==> src/sbdcp_defines.svh <==
// shared constants of the serial binary analog-output command parser
// assumes a 200 MHz system clock on both ends
`ifndef SBDCP_DEFINES_SVH
`define SBDCP_DEFINES_SVH
// ----------------------------------------------------------------
// clock and timing
// ----------------------------------------------------------------
`define SBDCP_CLK_PERIOD_PS 5000
`define SBDCP_CHAR_TIME_NS 1040000
`define SBDCP_CHAR_CYCLES ((`SBDCP_CHAR_TIME_NS * 1000) / `SBDCP_CLK_PERIOD_PS)
`define SBDCP_INTEG_TIME_MS 200
`define SBDCP_INTEG_CYCLES ((`SBDCP_INTEG_TIME_MS * 1000000) / (`SBDCP_CLK_PERIOD_PS / 1000))
// ----------------------------------------------------------------
// characters and frame layout
// ----------------------------------------------------------------
`define SBDCP_CH_TILDE 8'h7E
`define SBDCP_CH_SUSPEND 8'h24
`define SBDCP_CH_CR 8'h0D
`define SBDCP_CH_READ_HDR 8'h5E
`define SBDCP_PAYLOAD_CHARS 3'h4
`define SBDCP_FRAME_MAX 3'h7
`define SBDCP_DAC_FULL 17'h0C350
`define SBDCP_MOD64_MASK 8'h3F
`endif

==> src/sbdcp_pkg.sv <==
// types and character helpers shared by both ends of the link
// assumes sbdcp_defines.svh is on the include path
`default_nettype none
package sbdcp_pkg;
   // ----------------------------------------------------------------
   // enumerations
   // ----------------------------------------------------------------
   // analog control selection
   typedef enum logic [1:0] {
      SBDCP_SEL_LOCAL = 2'h0,
      SBDCP_SEL_HOST = 2'h1,
      SBDCP_SEL_DEVICE = 2'h2
   } sbdcp_sel_t;
   // analog write enable command kinds
   typedef enum logic [1:0] {
      SBDCP_EN_OFF = 2'h0,
      SBDCP_EN_ONESHOT = 2'h1,
      SBDCP_EN_PERSIST = 2'h2,
      SBDCP_EN_PERSIST_CKS = 2'h3
   } sbdcp_en_t;
   // receive state of the binary frame decoder
   typedef enum logic [1:0] {
      SBDCP_RX_IDLE = 2'h0,
      SBDCP_RX_BODY = 2'h1,
      SBDCP_RX_DROP = 2'h2
   } sbdcp_rx_t;
   // ----------------------------------------------------------------
   // helpers
   // ----------------------------------------------------------------
   // payload char: parity in bit 7, bit 6 set, group in bits 5..0
   function automatic logic [7:0] sbdcp_enc(input logic [5:0] grp, input logic odd);
      sbdcp_enc = {(^{1'b1, grp}) ^ odd, 1'b1, grp};
   endfunction
   // parity check of a received payload char
   function automatic logic sbdcp_par_ok(input logic [7:0] ch, input logic odd);
      sbdcp_par_ok = ((^ch) == odd);
   endfunction
endpackage : sbdcp_pkg
`default_nettype wire

==> src/sbdcp_link_if.sv <==
// character-level serial link between the host and the transducer
// assumes both ends run on one clock; one char per valid cycle
`default_nettype none
interface sbdcp_link_if;
   // host to device characters
   logic h2d_valid;
   logic [7:0] h2d_char;
   // host analog write enable commands
   logic en_valid;
   logic [1:0] en_kind;
   // device to host characters
   logic d2h_valid;
   logic [7:0] d2h_char;
   // ----------------------------------------------------------------
   // modports
   // ----------------------------------------------------------------
   modport dev (input h2d_valid, h2d_char, en_valid, en_kind, output d2h_valid, d2h_char);
   modport host (output h2d_valid, h2d_char, en_valid, en_kind, input d2h_valid, d2h_char);
endinterface : sbdcp_link_if
`default_nettype wire

==> src/sbdcp_device.sv <==
// device end: suspend handling, binary frame decoder, reply sender
// assumes one host char per valid cycle; reading data from the sensor
`include "sbdcp_defines.svh"
`default_nettype none
module sbdcp_device
   import sbdcp_pkg::*;
#(
   parameter int CHAR_CYCLES = `SBDCP_CHAR_CYCLES,
   parameter int INTEG_CYCLES = `SBDCP_INTEG_CYCLES
)
(
   // clock and reset
   input wire logic clock_in,
   input wire logic rst_in,
   // link
   sbdcp_link_if.dev link,
   // configuration
   input wire logic parity_odd_in,
   input wire logic [1:0] control_sel_in,
   input wire logic [6:0] own_addr_in,
   input wire logic [6:0] group_addr_in,
   input wire logic reply_cks_in,
   input wire logic [27:0] integ_cycles_in,
   // reading commands
   input wire logic single_read_in,
   input wire logic cont_read_in,
   input wire logic binary_in,
   // measurement
   input wire logic [23:0] reading_in,
   input wire logic [16:0] dac_source_in,
   // status
   output logic suspended_out,
   output logic reading_tick_out,
   output logic reading_dropped_out,
   output logic dac_load_out,
   output logic [16:0] dac_value_out,
   output logic frame_error_out
);
   sbdcp_rx_t rx_state_reg; // decoder state
   logic [7:0] rx_buf_reg [0:5]; // received chars after the tilde
   logic [2:0] rx_cnt_reg; // chars received after the tilde
   logic [7:0] rx_sum_reg; // running carry-free sum
   logic suspend_reg; // readings held back
   logic oneshot_reg; // one frame allowed
   logic persist_reg; // frames allowed
   logic cks_req_reg; // checksum mandatory
   logic [27:0] integ_cnt_reg; // integration timer
   logic integ_run_reg; // timer running
   logic tick_reg; // reading ready pulse
   logic drop_reg; // reading discarded pulse
   logic load_reg; // analog output updated pulse
   logic [16:0] dac_reg; // analog output value
   logic err_reg; // frame rejected pulse
   logic [7:0] tx_buf_reg [0:6]; // outgoing frame
   logic [2:0] tx_len_reg; // chars in outgoing frame
   logic [2:0] tx_idx_reg; // next char to send
   logic tx_busy_reg; // frame going out
   logic dac_pend_reg; // analog frame follows reading
   logic [17:0] char_cnt_reg; // char time pacer
   logic d2h_valid_reg; // char strobe
   logic [7:0] d2h_char_reg; // char on the link
   logic [27:0] integ_len; // effective integration length
   logic [23:0] rx_bits; // decoded payload
   logic rx_par_ok; // all payload parities good
   logic rx_done; // carriage return closing a frame
   logic rx_has_cks; // frame carried a checksum
   logic rx_good; // frame accepted
   logic [7:0] rx_sum_next; // sum including this char
   logic want_cks; // checksum on sent frames
   // ----------------------------------------------------------------
   // suspend control
   // ----------------------------------------------------------------
   // suspend char while continuous output runs; any return resumes
   always_ff @(posedge clock_in or posedge rst_in) begin
      if (rst_in) begin
         suspend_reg <= 1'b0;
      end else if (!cont_read_in) begin
         suspend_reg <= 1'b0;
      end else if (link.h2d_valid && link.h2d_char == `SBDCP_CH_SUSPEND
            && rx_state_reg == SBDCP_RX_IDLE) begin
         suspend_reg <= 1'b1;
      end else if (link.h2d_valid && link.h2d_char == `SBDCP_CH_CR) begin
         suspend_reg <= 1'b0;
      end
   end
   // ----------------------------------------------------------------
   // write enable state
   // ----------------------------------------------------------------
   // enable commands; the oneshot is spent by any frame end except the return of an overlong frame
   always_ff @(posedge clock_in or posedge rst_in) begin
      if (rst_in) begin
         oneshot_reg <= 1'b0;
         persist_reg <= 1'b0;
         cks_req_reg <= 1'b0;
      end else if (link.en_valid) begin
         oneshot_reg <= (link.en_kind == SBDCP_EN_ONESHOT);
         persist_reg <= (link.en_kind == SBDCP_EN_PERSIST) || (link.en_kind == SBDCP_EN_PERSIST_CKS);
         cks_req_reg <= (link.en_kind == SBDCP_EN_PERSIST_CKS);
      end else if (rx_done) begin
         oneshot_reg <= 1'b0;
      end
   end
   // ----------------------------------------------------------------
   // frame decoder
   // ----------------------------------------------------------------
   // checks of the collected frame at its closing return
   always_comb begin
      rx_sum_next = rx_sum_reg + link.h2d_char;
      rx_bits = {rx_buf_reg[0][5:0], rx_buf_reg[1][5:0], rx_buf_reg[2][5:0], rx_buf_reg[3][5:0]};
      rx_par_ok = 1'b1;
      for (int i = 0; i < 4; i++) begin
         rx_par_ok = rx_par_ok && sbdcp_par_ok(rx_buf_reg[i], parity_odd_in);
      end
      rx_has_cks = (rx_cnt_reg == `SBDCP_PAYLOAD_CHARS + 3'h1);
      if (rx_has_cks) begin
         rx_par_ok = rx_par_ok && sbdcp_par_ok(rx_buf_reg[4], parity_odd_in);
      end
      rx_done = (rx_state_reg == SBDCP_RX_BODY) && link.h2d_valid && link.h2d_char == `SBDCP_CH_CR;
      rx_good = rx_done && rx_par_ok
         && (rx_cnt_reg == `SBDCP_PAYLOAD_CHARS || rx_has_cks)
         && (!rx_has_cks || (rx_sum_reg & `SBDCP_MOD64_MASK) == 8'h00)
         && (!cks_req_reg || rx_has_cks)
         && (oneshot_reg || persist_reg)
         && control_sel_in == SBDCP_SEL_HOST
         && rx_bits[23:17] == own_addr_in;
   end
   // collect chars between tilde and return
   always_ff @(posedge clock_in or posedge rst_in) begin
      if (rst_in) begin
         rx_state_reg <= SBDCP_RX_IDLE;
         rx_cnt_reg <= 3'h0;
         rx_sum_reg <= 8'h00;
         for (int i = 0; i < 6; i++) begin
            rx_buf_reg[i] <= 8'h00;
         end
      end else if (link.h2d_valid) begin
         case (rx_state_reg)
            SBDCP_RX_IDLE: begin
               // header starts a frame
               if (link.h2d_char == `SBDCP_CH_TILDE) begin
                  rx_state_reg <= SBDCP_RX_BODY;
                  rx_cnt_reg <= 3'h0;
                  rx_sum_reg <= `SBDCP_CH_TILDE;
               end
            end
            SBDCP_RX_BODY: begin
               // store payload and checksum chars
               if (link.h2d_char == `SBDCP_CH_CR) begin
                  rx_state_reg <= SBDCP_RX_IDLE;
               end else if (rx_cnt_reg == `SBDCP_PAYLOAD_CHARS + 3'h1) begin
                  rx_state_reg <= SBDCP_RX_DROP; // too long
               end else begin
                  rx_buf_reg[rx_cnt_reg] <= link.h2d_char;
                  rx_cnt_reg <= rx_cnt_reg + 3'h1;
                  rx_sum_reg <= rx_sum_next;
               end
            end
            SBDCP_RX_DROP: begin
               // wait for the return of an overlong frame
               if (link.h2d_char == `SBDCP_CH_CR) begin
                  rx_state_reg <= SBDCP_RX_IDLE;
               end
            end
            default: begin
               rx_state_reg <= SBDCP_RX_IDLE;
            end
         endcase
      end
   end
   // analog output update, clamped to full scale
   always_ff @(posedge clock_in or posedge rst_in) begin
      if (rst_in) begin
         dac_reg <= 17'h00000;
         load_reg <= 1'b0;
         err_reg <= 1'b0;
      end else begin
         load_reg <= rx_good;
         err_reg <= rx_done && !rx_good;
         if (rx_good) begin
            dac_reg <= (rx_bits[16:0] > `SBDCP_DAC_FULL) ? `SBDCP_DAC_FULL : rx_bits[16:0];
         end
      end
   end
   // ----------------------------------------------------------------
   // integration timer
   // ----------------------------------------------------------------
   assign integ_len = (integ_cycles_in == 28'h0000000) ? 28'(INTEG_CYCLES) : integ_cycles_in;
   // one reading per integration period; single read stops after one
   always_ff @(posedge clock_in or posedge rst_in) begin
      if (rst_in) begin
         integ_cnt_reg <= 28'h0000000;
         integ_run_reg <= 1'b0;
         tick_reg <= 1'b0;
      end else begin
         tick_reg <= 1'b0;
         if (!integ_run_reg) begin
            if (single_read_in || cont_read_in) begin
               integ_run_reg <= 1'b1;
               integ_cnt_reg <= integ_len - 28'h1;
            end
         end else if (integ_cnt_reg == 28'h0000000) begin
            tick_reg <= 1'b1;
            integ_run_reg <= cont_read_in;
            integ_cnt_reg <= integ_len - 28'h1;
         end else begin
            integ_cnt_reg <= integ_cnt_reg - 28'h1;
         end
      end
   end
   // ----------------------------------------------------------------
   // reply sender
   // ----------------------------------------------------------------
   assign want_cks = reply_cks_in || cks_req_reg;
   // build reading and analog frames, paced one char per char time
   always_ff @(posedge clock_in or posedge rst_in) begin
      if (rst_in) begin
         tx_busy_reg <= 1'b0;
         tx_len_reg <= 3'h0;
         tx_idx_reg <= 3'h0;
         dac_pend_reg <= 1'b0;
         char_cnt_reg <= 18'h00000;
         drop_reg <= 1'b0;
         d2h_valid_reg <= 1'b0;
         d2h_char_reg <= 8'h00;
         for (int i = 0; i < 7; i++) begin
            tx_buf_reg[i] <= 8'h00;
         end
      end else begin
         d2h_valid_reg <= 1'b0;
         drop_reg <= tick_reg && (suspend_reg || tx_busy_reg || dac_pend_reg || !binary_in);
         // pacer also runs between frames
         if (char_cnt_reg != 18'h00000) begin
            char_cnt_reg <= char_cnt_reg - 18'h1;
         end
         if (tx_busy_reg) begin
            // char time is a fixed count, parity never lengthens it
            if (char_cnt_reg == 18'h00000) begin
               d2h_valid_reg <= 1'b1;
               d2h_char_reg <= tx_buf_reg[tx_idx_reg];
               tx_idx_reg <= tx_idx_reg + 3'h1;
               char_cnt_reg <= 18'(CHAR_CYCLES - 1);
               if (tx_idx_reg == tx_len_reg - 3'h1) begin
                  tx_busy_reg <= 1'b0;
               end
            end
         end else if ((tick_reg && binary_in && !suspend_reg) || dac_pend_reg) begin
            tx_buf_reg[0] <= dac_pend_reg ? `SBDCP_CH_TILDE : `SBDCP_CH_READ_HDR;
            for (int i = 0; i < 4; i++) begin
               tx_buf_reg[i + 1] <= sbdcp_enc(dac_pend_reg
                  ? 6'({group_addr_in, dac_source_in} >> (18 - 6 * i))
                  : 6'(reading_in >> (18 - 6 * i)), parity_odd_in);
            end
            if (want_cks) begin
               tx_buf_reg[5] <= sbdcp_enc(6'(8'h00 - (dac_pend_reg ? `SBDCP_CH_TILDE : `SBDCP_CH_READ_HDR)
                  - sbdcp_enc(dac_pend_reg ? group_addr_in[6:1] : reading_in[23:18], parity_odd_in)
                  - sbdcp_enc(dac_pend_reg ? {group_addr_in[0], dac_source_in[16:12]} : reading_in[17:12],
                     parity_odd_in)
                  - sbdcp_enc(dac_pend_reg ? dac_source_in[11:6] : reading_in[11:6], parity_odd_in)
                  - sbdcp_enc(dac_pend_reg ? dac_source_in[5:0] : reading_in[5:0], parity_odd_in)), parity_odd_in);
               tx_buf_reg[6] <= `SBDCP_CH_CR;
               tx_len_reg <= `SBDCP_FRAME_MAX;
            end else begin
               tx_buf_reg[5] <= `SBDCP_CH_CR;
               tx_len_reg <= `SBDCP_FRAME_MAX - 3'h1;
            end
            tx_idx_reg <= 3'h0;
            tx_busy_reg <= 1'b1;
            dac_pend_reg <= !dac_pend_reg && control_sel_in == SBDCP_SEL_DEVICE;
         end
      end
   end
   // ----------------------------------------------------------------
   // outputs
   // ----------------------------------------------------------------
   assign link.d2h_valid = d2h_valid_reg;
   assign link.d2h_char = d2h_char_reg;
   assign suspended_out = suspend_reg;
   assign reading_tick_out = tick_reg;
   assign reading_dropped_out = drop_reg;
   assign dac_load_out = load_reg;
   assign dac_value_out = dac_reg;
   assign frame_error_out = err_reg;
endmodule : sbdcp_device
`default_nettype wire

==> src/flat_wrapper.sv <==
// flat-port wrapper written by rule: the top's interface ports become plain ports
module sbdcp_device_flat import sbdcp_pkg::*;
#(
   parameter int CHAR_CYCLES = `SBDCP_CHAR_CYCLES,
   parameter int INTEG_CYCLES = `SBDCP_INTEG_CYCLES
)
  (clock_in, rst_in, parity_odd_in, control_sel_in, own_addr_in, group_addr_in, reply_cks_in, integ_cycles_in, single_read_in, cont_read_in, binary_in, reading_in, dac_source_in, suspended_out, reading_tick_out, reading_dropped_out, dac_load_out, dac_value_out, frame_error_out, link_h2d_valid, link_h2d_char, link_en_valid, link_en_kind, link_d2h_valid, link_d2h_char);
  sbdcp_link_if link_i ();
  input wire logic clock_in;
  input wire logic rst_in;
  input wire logic parity_odd_in;
  input wire logic [1:0] control_sel_in;
  input wire logic [6:0] own_addr_in;
  input wire logic [6:0] group_addr_in;
  input wire logic reply_cks_in;
  input wire logic [27:0] integ_cycles_in;
  input wire logic single_read_in;
  input wire logic cont_read_in;
  input wire logic binary_in;
  input wire logic [23:0] reading_in;
  input wire logic [16:0] dac_source_in;
  output logic suspended_out;
  output logic reading_tick_out;
  output logic reading_dropped_out;
  output logic dac_load_out;
  output logic [16:0] dac_value_out;
  output logic frame_error_out;
  input wire logic [$bits(link_i.h2d_valid)-1:0] link_h2d_valid;
  input wire logic [$bits(link_i.h2d_char)-1:0] link_h2d_char;
  input wire logic [$bits(link_i.en_valid)-1:0] link_en_valid;
  input wire logic [$bits(link_i.en_kind)-1:0] link_en_kind;
  output wire logic [$bits(link_i.d2h_valid)-1:0] link_d2h_valid;
  output wire logic [$bits(link_i.d2h_char)-1:0] link_d2h_char;
  assign link_i.h2d_valid = link_h2d_valid;
  assign link_i.h2d_char = link_h2d_char;
  assign link_i.en_valid = link_en_valid;
  assign link_i.en_kind = link_en_kind;
  assign link_d2h_valid = link_i.d2h_valid;
  assign link_d2h_char = link_i.d2h_char;
  sbdcp_device #(.CHAR_CYCLES(CHAR_CYCLES), .INTEG_CYCLES(INTEG_CYCLES)) u_core (.clock_in(clock_in), .rst_in(rst_in), .link(link_i), .parity_odd_in(parity_odd_in), .control_sel_in(control_sel_in), .own_addr_in(own_addr_in), .group_addr_in(group_addr_in), .reply_cks_in(reply_cks_in), .integ_cycles_in(integ_cycles_in), .single_read_in(single_read_in), .cont_read_in(cont_read_in), .binary_in(binary_in), .reading_in(reading_in), .dac_source_in(dac_source_in), .suspended_out(suspended_out), .reading_tick_out(reading_tick_out), .reading_dropped_out(reading_dropped_out), .dac_load_out(dac_load_out), .dac_value_out(dac_value_out), .frame_error_out(frame_error_out));
endmodule
==> config.mk <==
export PLATFORM = sky130hd
export DESIGN_NAME = sbdcp_device_flat
export DESIGN_NICKNAME = d
export VERILOG_FILES = /design/src/sbdcp_pkg.sv /design/src/sbdcp_link_if.sv /design/src/sbdcp_device.sv /design/src/flat_wrapper.sv
export VERILOG_INCLUDE_DIRS = /design/src
export SDC_FILE = /design/constraint.sdc
export NUM_CORES = 1
export LEC_CHECK = 0
export BUFFER_PORTS_ARGS = -buffer_cell sky130_fd_sc_hd__buf_2
export CORE_MARGIN = 4
export CORE_UTILIZATION = 57
export DETAILED_ROUTE_END_ITERATION = 8
export PLACE_DENSITY = 0.8
export SKIP_LAST_GASP = 1
export SYNTH_ARGS = -nofsm -noshare
export SYNTH_HDL_FRONTEND = slang
export SYNTH_SLANG_ARGS = --single-unit
==> constraint.sdc <==
create_clock -name clock_in -period 6.15 [get_ports clock_in]
set_input_delay 0.3075 -clock clock_in [delete_from_list [all_inputs] [get_ports clock_in]]
set_output_delay 0.3075 -clock clock_in [all_outputs]
set_load 0.01 [all_outputs]
==> After elaboration in Yosys (flattened, before gate mapping) <==
Cells that the tools add are included.
Widths: inputs -> output; s select.
{ "totals": {"reg_bits": 199, "latchBits": 0, "mem_bits_rw": 0, "rom_bits": 0, "inputBits": 104, "out_inout_bits": 31, "wordCells": 206, "n_memories": 0} }
{ "op_classes": {"addsub": 12, "multipliers": 0, "n_div": 0, "n_lt_le_gt_ge": 4, "eq_ne": 26, "shifts": 0, "muxes": 54, "bitwise_logic": 10, "n_reduce_logical": 66} }
{ "op_table": {"columns": ["cell", "n"], "rows": [
  ["$mux 28", 4],
  ["$logic_not 28->1", 2],
  ["$mux 8", 7],
  ["$sub 28x1->28 const B", 2],
  ["$mux 18", 3],
  ["$bwmux 48", 1],
  ["$reduce_xor 8->1", 5],
  ["$reduce_xor 7->1", 5],
  ["$mux 6", 5],
  ["$bmux 8 s3", 1],
  ["$demux 8 s3", 1],
  ["$sub 6x6->6", 4],
  ["$logic_and 1x1->1", 22],
  ["$logic_not 18->1", 1],
  ["$mux 1", 18],
  ["$mux 3", 6],
  ["$reduce_bool 18->1", 1],
  ["$sub 18x1->18 const B", 1],
  ["$gt 17x16->1 const B", 1],
  ["$mux 17", 1],
  ["$pmux 8 s2", 1],
  ["$logic_or 1x1->1", 11],
  ["$add 8x8->8", 1],
  ["$eq 2x2->1 const B", 4],
  ["31 further kinds", 64]
]} }

==> Depth between registers and ports, before layout <==
Gate-level depths: netlist (run 1).
{ "logic_depth": {"ltp_word": 16, "mapped_depth": 17, "ltp_nobuf": 15} }

==> Least setup slack after synthesis (run 1) <==
Ideal clock, no wire load.
{ "synth_timing": {"path_type": "flip-flop to flip-flop", "from": "register u_core.dac_pend_reg", "to": "register u_core.tx_buf_reg[15] (netlist bit)", "setup_time_ps": 121, "arrival_ps": 4416, "required_time_ps": 6029, "path_slack_ps": 1613, "stages_incl_launch_ff": 18, "n_path_buf": 2, "period_less_slack_ps": 4537, "cell_sequence": "dfrtp_1 buf_1 buf_1 mux2i_1 inv_1 fa_1 inv_1 ha_1 inv_1 fa_1 inv_1 ha_1 fa_1 xor2_1 xnor2_1 xnor2_1 xnor2_1 a22o_1"} }
{ "synth_between": {"elab_chain_cells": 9, "elab_cells_between_ends": 15, "cone_classes": "add/sub: 5; mux: 6; bitwise: 1; reduce/logical: 3"} }
{ "synth_lines": {"columns": ["item", "line_no", "text"], "rows": [
  ["start: declaration", "sbdcp_device.sv:58", "logic dac_pend_reg;"],
  ["start signal: assignment", "sbdcp_device.sv:220", "dac_pend_reg <= 1'b0;"],
  ["start signal: assignment", "sbdcp_device.sv:268", "dac_pend_reg <= !dac_pend_reg && control_sel_in == SBDCP_SEL_DEVICE;"],
  ["$mux 6 (no source line)", null, null],
  ["$sub 1x6->6", "sbdcp_device.sv:254", "tx_buf_reg[5] <= sbdcp_enc(6'(8'h00 - (dac_pend_reg ? `SBDCP_CH_TILDE : `SBDCP_CH_READ_HDR)"],
  ["$sub 6x6->6 (4 in a row)", "sbdcp_device.sv:254", null],
  ["$reduce_xor 7->1", "sbdcp_pkg.sv:32", "sbdcp_enc = {(^{1'b1, grp}) ^ odd, 1'b1, grp};"],
  ["$xor 1x1->1", "sbdcp_pkg.sv:32", null],
  ["$mux 8", "sbdcp_device.sv:253", "if (want_cks) begin"],
  ["end signal: indexed assignment", "sbdcp_device.sv:249", "tx_buf_reg[i + 1] <= sbdcp_enc(dac_pend_reg"],
  ["end: declaration", "sbdcp_device.sv:54", "logic [7:0] tx_buf_reg [0:6];"]
]} }
Several ways; a longest one is shown, not always the timed one.
A chain may end at the register's enable or synchronous reset.

==> Final worst setup path (run 1) <==
Same ends and word-level chain as after synthesis.

==> flow_summary.json, run 1 <==
{
  "synth.avg_cell_area_sq_um": 9.89,
  "slew_violations": 0,
  "async_reset_ff_frac": 1.00,
  "powerDensity_nw_per_um2": 337,
  "grt_pass1_wl_mm": 41.4,
  "end_kind": "flop",
  "synth_edf_count": 0,
  "period_share": 0.725,
  "period_minus_slack_ns": 4.46,
  "cts_buffer_depth": 2,
  "rsz0062_at_grt": "no",
  "multiInputGateArea_sq_um": 5430,
  "layout_common_cells": "176 x dfrtp_1, 134 x buf_2, 103 x nand2_1",
  "timing.max_slew.rel_slack": 0.353,
  "die_w_microns": 142,
  "synth_nets": 1187,
  "clk_pin_slew_ns": 0.07,
  "ctsHoldBuffers": 0,
  "leakagePower_nw": 5.26,
  "setup_viol": 0,
  "path_delay_family": "adder cells",
  "fin_setup_tns_ns": 0,
  "rows": 48,
  "path_buf_inv": 3,
  "htree_levels": 4,
  "wirelength_mm": 25.3,
  "whs_ns": 0.105,
  "combPwrFrac": 0.331,
  "min_path_type": "in -> async",
  "final_common_cell": "dfrtp_1",
  "regArea_sq_um": 4400,
  "crit_top_cell": "xnor2_1",
  "crit_path_start_kind": "flop",
  "worstSetupPathType": "reg -> reg",
  "ir_worst_vdd_v": 0.000271,
  "intPower_mw": 2.61,
  "port_buffers": 134,
  "dp_hpwl_mm": 18.5,
  "pre_cts_slack_ns": 1.78,
  "utilization": 0.668,
  "via_per_inst": 5.94,
  "required_ns": 6.46,
  "path_max_fanout": 20,
  "swShare": 0.338,
  "critical-path-slowest-cell": "dfrtp_1",
  "p_seq_frac": 0.405,
  "max_freq_mhz": 224,
  "cts_buffers": 17,
  "vias": 8294,
  "synth.distinct_cells": 74,
  "p_sw_mw": 1.33,
  "drc": 0,
  "ys_seq_area_frac": 0.429,
  "fill_cells": 1347,
  "synthesis.area_sq_um": 10300,
  "tightest_slew_ns": 0.971,
  "grt_max_degree": 110,
  "grt-ovfl-total": 0,
  "p_clk_frac": 0.263,
  "ant_nets": 0,
  "core_sq_um": 17500,
  "antenna_found_initial": 2,
  "ctsResizeCount": 0,
  "first_global_vias": 8240,
  "worstPathArrival_ns": 4.77,
  "drtIter0Drc": 710,
  "drtPass1Iterations": 6,
  "cp_cell_sequence": "buf_4 > mux2i_1 > ha_1 > xnor2_1 > ha_1 > inv_1 > fa_1 > inv_1 > ha_1 > fa_1 > xor2_1 > xnor2_1 > xnor2_1 > xnor2_1 > a22o_1",
  "outcome": "complete, no violations",
  "cts_sinks": 176,
  "syn_inst": 1039,
  "largest_reg_flops": 37,
  "place_congestion": 0.912,
  "cts-root-buf": "clkbuf_16",
  "fin_skew_ns": 0.0142,
  "cts_tree": "done",
  "track_usage": 0.253,
  "drv_cap": 0,
  "setup_slack_ns": 1.69,
  "hold_violations": 0,
  "clock_latency_ns": 0.43,
  "syn_to_final_growth_pct": 13.7,
  "ys_ff_latch": 176,
  "yosys_warnings": 0,
  "start_util": 0.588,
  "synth-main-ff-cell": "dfrtp_1",
  "die_area_sq_um": 20200,
  "cp_slowest_stage_delay_ns": 0.67,
  "wl_per_cell_microns": 18.1,
  "die_h_microns": 142,
  "io_pins": 135,
  "post-cts-setup-buffer-count": 0,
  "layout-drive-gt1-share": 0.196,
  "nets": 1307
}
-- power by group through the flow --
stage | registers [mW] | logic [mW] | clock network (mW)
6_report | 1.60 | 1.31 | 1.04
5_1_grt | 1.62 | 1.45 | 1.10
4_1_cts | 1.59 | 1.30 | 1.05
3_5_place_dp | 1.61 | 1.28 | 0
3_3_place_gp | 1.59 | 1.23 | 0
2_1_floorplan | 1.54 | 1.04 | 0
-- through the flow --
stage / total power [mW] / area [sq um] / cells
CTS: 3.94 / 11700 / 1396
finish: 3.94 / 11700 / 1397
global placement: 2.83 / 11100 / 1365
detailed placement: 2.89 / 11100 / 1365
floorplan: 2.58 / 10300 / 1039
global route: 4.17 / 11700 / 1397
-- final timing paths --
path	depth (start not counted)	end	slack, ns	startpoint
hold reg to reg	2	u_core.tx_buf_reg[11]$_DFFE_PP0P_	0.47	u_core.tx_buf_reg[11]$_DFFE_PP0P_
setup reg to reg	15	u_core.tx_buf_reg[15]$_DFFE_PP0P_	1.69	u_core.dac_pend_reg$_DFFE_PP0P_
max in group asynchronous	3	u_core.char_cnt_reg[0]$_DFF_PP0_	4.60	rst_in
hold / removal	2	u_core.integ_cnt_reg[24]$_DFFE_PP0P_	0.10	rst_in
setup / recovery	15	u_core.tx_buf_reg[15]$_DFFE_PP0P_	1.69	u_core.dac_pend_reg$_DFFE_PP0P_
min in group clock_in	2	u_core.oneshot_reg$_DFFE_PP0P_	0.11	link_en_valid
-- worst reg2reg max path, stage by stage, from the launching register on --
cell and delay (ns):
dfrtp_1 0.67, buf_4 0.42, mux2i_1 0.43, ha_1 0.25
xnor2_1 0.08, ha_1 0.29, inv_1 0.05, fa_1 0.53
inv_1 0.04, ha_1 0.23, fa_1 0.53, xor2_1 0.19
xnor2_1 0.17, xnor2_1 0.16, xnor2_1 0.10, a22o_1 0.21
-- cell type report --
cell class	count	area share
inverter	73	0.0239
tap	225	0.0241
multi-input combinational	751	0.465
sequential	176	0.377
clock buffer	20	0.0391
antenna	1	0.000214
timing repair buffer	140	0.0613
clock inverter	11	0.00943
-- Yosys cell counts, types with 4 or more instances --
cell type,number,area share
nand2_1,103,0.038
o211ai_1,8,0.0058
or4_1,11,0.0080
o22a_1,4,0.0034
o311ai_0,4,0.0034
clkbuf_1,27,0.0099
o21ai_0,97,0.047
mux4_2,5,0.011
a32oi_1,6,0.0051
xnor2_1,75,0.064
buf_2,7,0.0034
dfrtp_1,176,0.43
a31oi_1,4,0.0024
nor2_1,50,0.018
a21oi_1,33,0.016
a21o_1,11,0.0080
mux2_2,36,0.039
mux2i_1,42,0.041
inv_1,72,0.026
or3_1,15,0.0091
fa_1,9,0.018
nor4_1,19,0.012
o31ai_1,8,0.0058
nand3_1,8,0.0039
nand4_1,8,0.0049
nor2b_1,5,0.0030
o221ai_1,9,0.0077
xor2_1,33,0.028
ha_1,35,0.043
nor3_1,35,0.017
o22ai_1,13,0.0079
-- cells by family (layout without fill, tap and decap cells) --
family / Yosys count / count (layout) / share of synthesized area
AOI/OAI and AO/OA: 229 / 229 / 0.141
adders and majority gates: 44 / 44 / 0.0602
xor gates and xnor gates: 109 / 109 / 0.0943
muxes: 83 / 83 / 0.0913
other: 0 / 1 / 0
DFF: 176 / 176 / 0.429
and+or+nand+nor: 286 / 286 / 0.142
buffers and inverters: 112 / 244 / 0.0426
-- per-layer routing --
metal	part of all wire	vias to the layer above	track usage
li1	-	3936	-
met2	0.48	272	0.406
met4	0.023	2	0.0828
met3	0.054	39	0.0417
met5	0.00032	-	0
met1	0.44	4045	0.354
Note: power is estimated with default switching activity, not from simulation.
==> run 2: changes to the inputs <==
--- a/config.mk
+++ b/config.mk
@@ -8,9 +8,9 @@
 export LEC_CHECK = 0
 export BUFFER_PORTS_ARGS = -buffer_cell sky130_fd_sc_hd__buf_2
 export CORE_MARGIN = 4
-export CORE_UTILIZATION = 57
+export CORE_UTILIZATION = 53
 export DETAILED_ROUTE_END_ITERATION = 8
-export PLACE_DENSITY = 0.8
+export PLACE_DENSITY = 0.78
 export SKIP_LAST_GASP = 1
 export SYNTH_ARGS = -nofsm -noshare
 export SYNTH_HDL_FRONTEND = slang
==> constraint.sdc (replaced) <==
create_clock -name clock_in -period 3.6 [get_ports clock_in]
set_input_delay 0.18 -clock clock_in [delete_from_list [all_inputs] [get_ports clock_in]]
set_output_delay 0.18 -clock clock_in [all_outputs]
set_load 0.01 [all_outputs]
==> flow_summary.json, run 2 (same netlist as run 1, synthesis figures left out) <==
{
  "outcome": "finished with violations",
  "violations": "negative setup slack",
  "dp_hpwl_mm": 18.2,
  "track_usage": 0.234,
  "drtIter0Drc": 697,
  "powerDensity_nw_per_um2": 571,
  "syn_to_final_growth_pct": 20.5,
  "min_path_type": "in -> reg",
  "timing.max_slew.rel_slack": 0.375,
  "period_minus_slack_ns": 3.95,
  "tightest_slew_ns": 0.929,
  "period_share": 1.10,
  "r2r_cells": 16,
  "path_max_fanout": 6,
  "clk_pin_slew_ns": 0.07,
  "drtPass1Iterations": 5,
  "largest_reg_flops": 37,
  "first_global_vias": 8213,
  "drc": 0,
  "pre_cts_slack_ns": -0.340,
  "setup_viol": 2,
  "place_congestion": 0.869,
  "fin_skew_ns": 0.0108,
  "required_ns": 3.92,
  "slew_violations": 0,
  "grt-ovfl-total": 0,
  "placed_area_sq_um": 11400,
  "layout_common_cells": "175 x dfrtp_1, 134 x buf_2, 103 x nand2_1",
  "via_per_inst": 5.81,
  "whs_endpoint": "u_core.suspended_out$_DFFE_PP0P_",
  "hold_path_depth": 3,
  "fin_setup_tns_ns": -0.367,
  "die_w_microns": 147,
  "core_sq_um": 18900,
  "cts_buffers": 17,
  "drv_cap": 0,
  "vias": 8593,
  "cts_sinks": 176,
  "worstHoldStart": "cont_read_in",
  "end_kind": "flop",
  "leakagePower_nw": 5.56,
  "grt_max_degree": 177,
  "worstReg2RegStart": "u_core.dac_pend_reg$_DFFE_PP0P_",
  "io_pins": 135,
  "crit_path_start_kind": "flop",
  "layout-drive-gt1-share": 0.249,
  "final_common_cell": "dfrtp_1",
  "setup_slack_ns": -0.346,
  "port_buffers": 134,
  "wl_per_cell_microns": 17.9,
  "max_freq_mhz": 253,
  "placedCellCount": 1430,
  "start_util": 0.544,
  "reg2reg_to": "u_core.tx_buf_reg[15]$_DFFE_PP0P_",
  "fill_cells": 1458,
  "fin_cells": 1479,
  "rsz0062_at_grt": "yes",
  "antenna_found_initial": 2,
  "clock_latency_ns": 0.43,
  "rrSetupSlack_ns": -0.35,
  "htree_levels": 4,
  "die_area_sq_um": 21700,
  "ant_nets": 0,
  "worstSetupPathType": "reg -> reg",
  "hold_violations": 0,
  "worstPathArrival_ns": 4.26,
  "nets": 1354,
  "total_power_mw": 7.07,
  "die_h_microns": 147,
  "final_cell_area_sq_um": 12400,
  "cts_buffer_depth": 2,
  "grt_pass1_wl_mm": 41.2,
  "wirelength_mm": 26.5,
  "ir_worst_vdd_v": 0.000285,
  "n_antenna_cell": 0,
  "cts_tree": "done",
  "rows": 50,
  "cts-root-buf": "clkbuf_16"
}
[run 2: cell types whose count changed in the layout (fill, tap and decap cells not counted), moves of 6 or more]
| cell | change |
|---|---|
| dlygate4sd3_1 | +6 |
| buf_4 | +37 |
| mux2i_4 | +7 |
| inv_1 | -6 |
| mux2i_1 | -12 |
| inv_2 | +6 |
[run 2: metal layers]
metal  track usage  share of wire  vias to the layer above
met5             0        0.00087                        -
met4        0.0736          0.022                        4
met3        0.0478          0.052                       50
met2         0.388           0.50                      285
met1         0.310           0.42                     4225
li1              -              -                     4029
[run 2: worst max-delay path, cell delays in order, from the launching register on]
cell       delay, ns
dfrtp_2         0.43
buf_12          0.16
bufbuf_16       0.27
buf_4           0.15
mux2i_2         0.16
ha_1            0.30
inv_1           0.05
ha_1            0.20
fa_1            0.52
inv_1           0.05
ha_2            0.17
fa_2            0.56
xor2_2          0.23
xnor2_2         0.11
xnor2_2         0.15
xnor2_1         0.14
a22o_1          0.18
[run 2: worst max-delay path by stage]
stage                                    start  cells after the start  slack (ns)                                end
3_5_place_dp   u_core.dac_pend_reg$_DFFE_PP0P_                     14       -0.34  u_core.tx_buf_reg[15]$_DFFE_PP0P_
2_1_floorplan  u_core.dac_pend_reg$_DFFE_PP0P_                     17       -0.30  u_core.tx_buf_reg[15]$_DFFE_PP0P_
6_report       u_core.dac_pend_reg$_DFFE_PP0P_                     16       -0.35  u_core.tx_buf_reg[15]$_DFFE_PP0P_
5_1_grt        u_core.dac_pend_reg$_DFFE_PP0P_                     16       -0.41  u_core.tx_buf_reg[15]$_DFFE_PP0P_
3_3_place_gp   u_core.dac_pend_reg$_DFFE_PP0P_                     14       -0.24  u_core.tx_buf_reg[15]$_DFFE_PP0P_
4_1_cts        u_core.dac_pend_reg$_DFFE_PP0P_                     16       -0.21  u_core.tx_buf_reg[15]$_DFFE_PP0P_
[run 2: cell type report]
class                           instances  area [sq um]  share of cell area
Tap cell                              260           325              0.0263
Clock buffer                           24           502              0.0405
Timing Repair Buffer                  187          1150              0.0926
Clock inverter                          8          76.3             0.00616
Inverter                               73           278              0.0224
Sequential cell                       176          4410               0.356
Multi-Input combinational cell        751          5650               0.456
[run 2: metrics by stage]
stage               utilization  hold slack [ns]
finish                    0.655           0.0267
global route              0.655           0.0269
CTS                       0.646           0.0112
detailed placement        0.605            0.381
global placement          0.605            0.376
floorplan                     -            0.269
[run 2: timing repair]
item / in CTS / in global routing
pin swaps: 8 / 9
gates cloned: 1 / 0
endpoints found under the hold margin: 4 / 1
setup buffers: 8 / 2
hold buffers: 5 / 1
setup endpoints to repair: 2 / 2
resized for setup: 9 / 25
[run 2: report_power, final]
| group | switching [mW] | leakage, nW | internal, mW |
|---|---|---|---|
| Clock | 0.771 | 0.279 | 1.04 |
| Combinational | 1.28 | 3.21 | 1.26 |
| Sequential | 0.342 | 2.07 | 2.37 |
| Total | 2.40 | 5.56 | 4.67 |
==> run 3: changes to the inputs <==
--- a/config.mk
+++ b/config.mk
@@ -6,11 +6,13 @@
 export SDC_FILE = /design/constraint.sdc
 export NUM_CORES = 1
 export LEC_CHECK = 0
+export ABC_AREA = 1
 export BUFFER_PORTS_ARGS = -buffer_cell sky130_fd_sc_hd__buf_2
 export CORE_MARGIN = 4
-export CORE_UTILIZATION = 53
+export CORE_UTILIZATION = 54
 export DETAILED_ROUTE_END_ITERATION = 8
-export PLACE_DENSITY = 0.78
+export GPL_TIMING_DRIVEN = 0
+export PLACE_DENSITY = 0.79
 export SKIP_LAST_GASP = 1
 export SYNTH_ARGS = -nofsm -noshare
 export SYNTH_HDL_FRONTEND = slang
==> flow_summary.json, run 3 <==
{
  "ir_worst_vdd_v": 0.000362,
  "layout-drive-gt1-share": 0.183,
  "yosysTopAreaCellShare": 0.383,
  "clock_latency_ns": 0.44,
  "setup_viol": 2,
  "placedCellCount": 1936,
  "synth.most_common_cell": "nand2_1",
  "violations": "negative setup slack",
  "total_power_mw": 8.14,
  "layout_common_cells": "308 x nand2_1, 183 x inv_1, 176 x dfrtp_1",
  "yosys-top-cells-area": "dfrtp_1 38%, nand2_1 10%, inv_1 6.2%",
  "utilization": 0.647,
  "port_buffers": 133,
  "fin_cells": 1987,
  "leakagePower_nw": 6.49,
  "tightest_slew_ns": 0.885,
  "clk_pin_slew_ns": 0.07,
  "path_delay_family": "adder cells",
  "synth.avg_cell_area_sq_um": 7.55,
  "pre_cts_slack_ns": -0.407,
  "die_w_microns": 154,
  "dp_hpwl_mm": 24.5,
  "wl_per_cell_microns": 16.2,
  "syn_inst": 1523,
  "antenna_found_initial": 0,
  "ys_ff_latch": 176,
  "yosys_warnings": 0,
  "htree_levels": 4,
  "slew_violations": 0,
  "crit_path_start_kind": "flop",
  "worstSetupPathType": "reg -> reg",
  "period_minus_slack_ns": 4.08,
  "synthesis.area_sq_um": 11500,
  "ys_seq_area_frac": 0.383,
  "ant_nets": 0,
  "fin_setup_tns_ns": -0.536,
  "track_usage": 0.274,
  "setup_slack_ns": -0.476,
  "place_congestion": 0.947,
  "nets": 1848,
  "wirelength_mm": 32.1,
  "cts_buffers": 17,
  "worstReg2RegStart": "u_core.dac_pend_reg$_DFFE_PP0P_",
  "die_h_microns": 154,
  "cts_sinks": 176,
  "fin_skew_ns": 0.0128,
  "outcome": "finished with violations",
  "largest_reg_flops": 37,
  "grt_pass1_wl_mm": 52.9,
  "drtIter0Drc": 894,
  "max_freq_mhz": 245,
  "r2r_cells": 22,
  "synth_edf_count": 0,
  "timing.max_slew.rel_slack": 0.407,
  "first_global_vias": 10700,
  "worstPathArrival_ns": 4.43,
  "cp_cell_sequence": "buf_6 > inv_8 > buf_6 > or2_1 > o21a_1 > inv_2 > ha_4 > xnor2_1 > inv_1 > ha_1 > inv_2 > fa_1 > inv_1 > ha_2 > fa_1 > xor2_1 > xnor2_1 > xor2_1 > nand3_1 > nand2_1 > nand2_1 > o21ai_1",
  "path_buf_inv": 7,
  "path_max_fanout": 8,
  "drv_cap": 0,
  "vias": 11000,
  "cts_tree": "done",
  "required_ns": 3.96,
  "synth-main-ff-cell": "dfrtp_1",
  "crit_start": "u_core.dac_pend_reg$_DFFE_PP0P_",
  "rsz0062_at_grt": "yes",
  "core_sq_um": 21000,
  "synth.distinct_cells": 54,
  "hold_path_depth": 3,
  "end_kind": "flop",
  "critical-path-slowest-cell": "fa_1",
  "io_pins": 135,
  "drtPass1Iterations": 5,
  "hold_violations": 0,
  "cp.depth": 22,
  "grt_max_degree": 43,
  "cts-root-buf": "clkbuf_16",
  "synthTopCellsByCount": "317 x nand2_1, 191 x inv_1, 176 x dfrtp_1",
  "powerDensity_nw_per_um2": 601,
  "synth_top_area_cell": "dfrtp_1",
  "synth_nets": 1671,
  "async_reset_ff_frac": 1.00,
  "worstHoldStart": "dac_source_in[12]",
  "n_antenna_cell": 0,
  "syn_to_final_growth_pct": 17.9,
  "final_common_cell": "nand2_1",
  "period_share": 1.13,
  "start_util": 0.549,
  "die_area_sq_um": 23700,
  "grt-ovfl-total": 0,
  "cts_buffer_depth": 2,
  "via_per_inst": 5.54,
  "min_path_type": "in -> reg",
  "cp_slowest_stage_delay_ns": 0.51,
  "drc": 0,
  "rows": 53
}
## run 3: changes by cell type in the layout (fill, tap and decap cells not counted), sizes merged, moves of 17 or more
cell | previous run | this run
or2 | 2 | 19
nor2 | 51 | 177
nand3 | 8 | 79
mux2i | 42 | 4
inv | 73 | 223
nand2 | 104 | 333
o21ai | 97 | 139
xnor2 | 75 | 55
or3 | 17 | 0
mux2 | 36 | 0
nand4 | 8 | 38
## run 3: cells by family after synthesis
| group | share of synthesized area |
|---|---|
| AO/OA/AOI/OAI | 0.128 |
| XOR/XNOR | 0.0775 |
| multiplexers | 0.00348 |
| buffers and inverters | 0.0880 |
| AND/OR/NAND/NOR | 0.266 |
| adder cells (fa/ha/maj) | 0.0538 |
| flip-flops | 0.383 |
## run 3: final timing paths
kind | to | slack, ns
max | u_core.tx_buf_reg[15]$_DFFE_PP0P_ | -0.48
min | u_core.tx_buf_reg[32]$_DFFE_PP0P_ | 0.02
max reg2reg | u_core.tx_buf_reg[15]$_DFFE_PP0P_ | -0.48
min reg2reg | u_core.link.d2h_char[2]$_DFFE_PP0P_ | 0.48
max in group asynchronous | u_core.rx_buf_reg[47]$_DFFE_PP0P_ | 1.92
min in group asynchronous | u_core.dac_load_out$_DFF_PP0_ | 0.37
## run 3: final cells by class
| class | instances | area, sq um |
|---|---|---|
| Tap cell | 275 | 344 |
| Clock buffer | 18 | 439 |
| Inverter | 224 | 852 |
| Clock inverter | 13 | 199 |
| Buffer | 34 | 210 |
| Fill cell | 1783 | 7400 |
| Timing Repair Buffer | 158 | 923 |
| Sequential cell | 176 | 4400 |
| Multi-Input combinational cell | 1089 | 6180 |
## run 3: per-stage QoR
stage	hold slack [ns]	cell area [sq um]
after floorplan	0.284	11500
after global placement	0.389	12600
after detailed placement	0.284	12700
after CTS	0.0209	13500
after global routing	0.0230	13600
final	0.0212	13600
## run 3: timing repair
| item | CTS | global route |
|---|---|---|
| pin swaps | 5 | 4 |
| hold endpoints to repair | 28 | 0 |
| gates resized for setup | 16 | 9 |
| cloned | 1 | 0 |
| setup endpoints to repair | 2 | 3 |
| setup buffers | 13 | 2 |
| hold buffers | 4 | 0 |
## run 3: worst min-delay path, stage by stage
cell and delay, ns:
buf_2 0.10, nand2_1 0.08, a31oi_1 0.08
## run 3: per-layer routing
layer  part of all wire  track usage
met1               0.43        0.367
met2               0.47        0.449
met3              0.070       0.0453
met4              0.031        0.103
met5                  0            0
## run 3: power by group
group	internal [mW]	total, mW	leakage [nW]	switching [mW]
combinational	1.39	3.29	4.05	1.90
clock	1.19	2.02	0.306	0.832
sequential	2.42	2.83	2.14	0.413
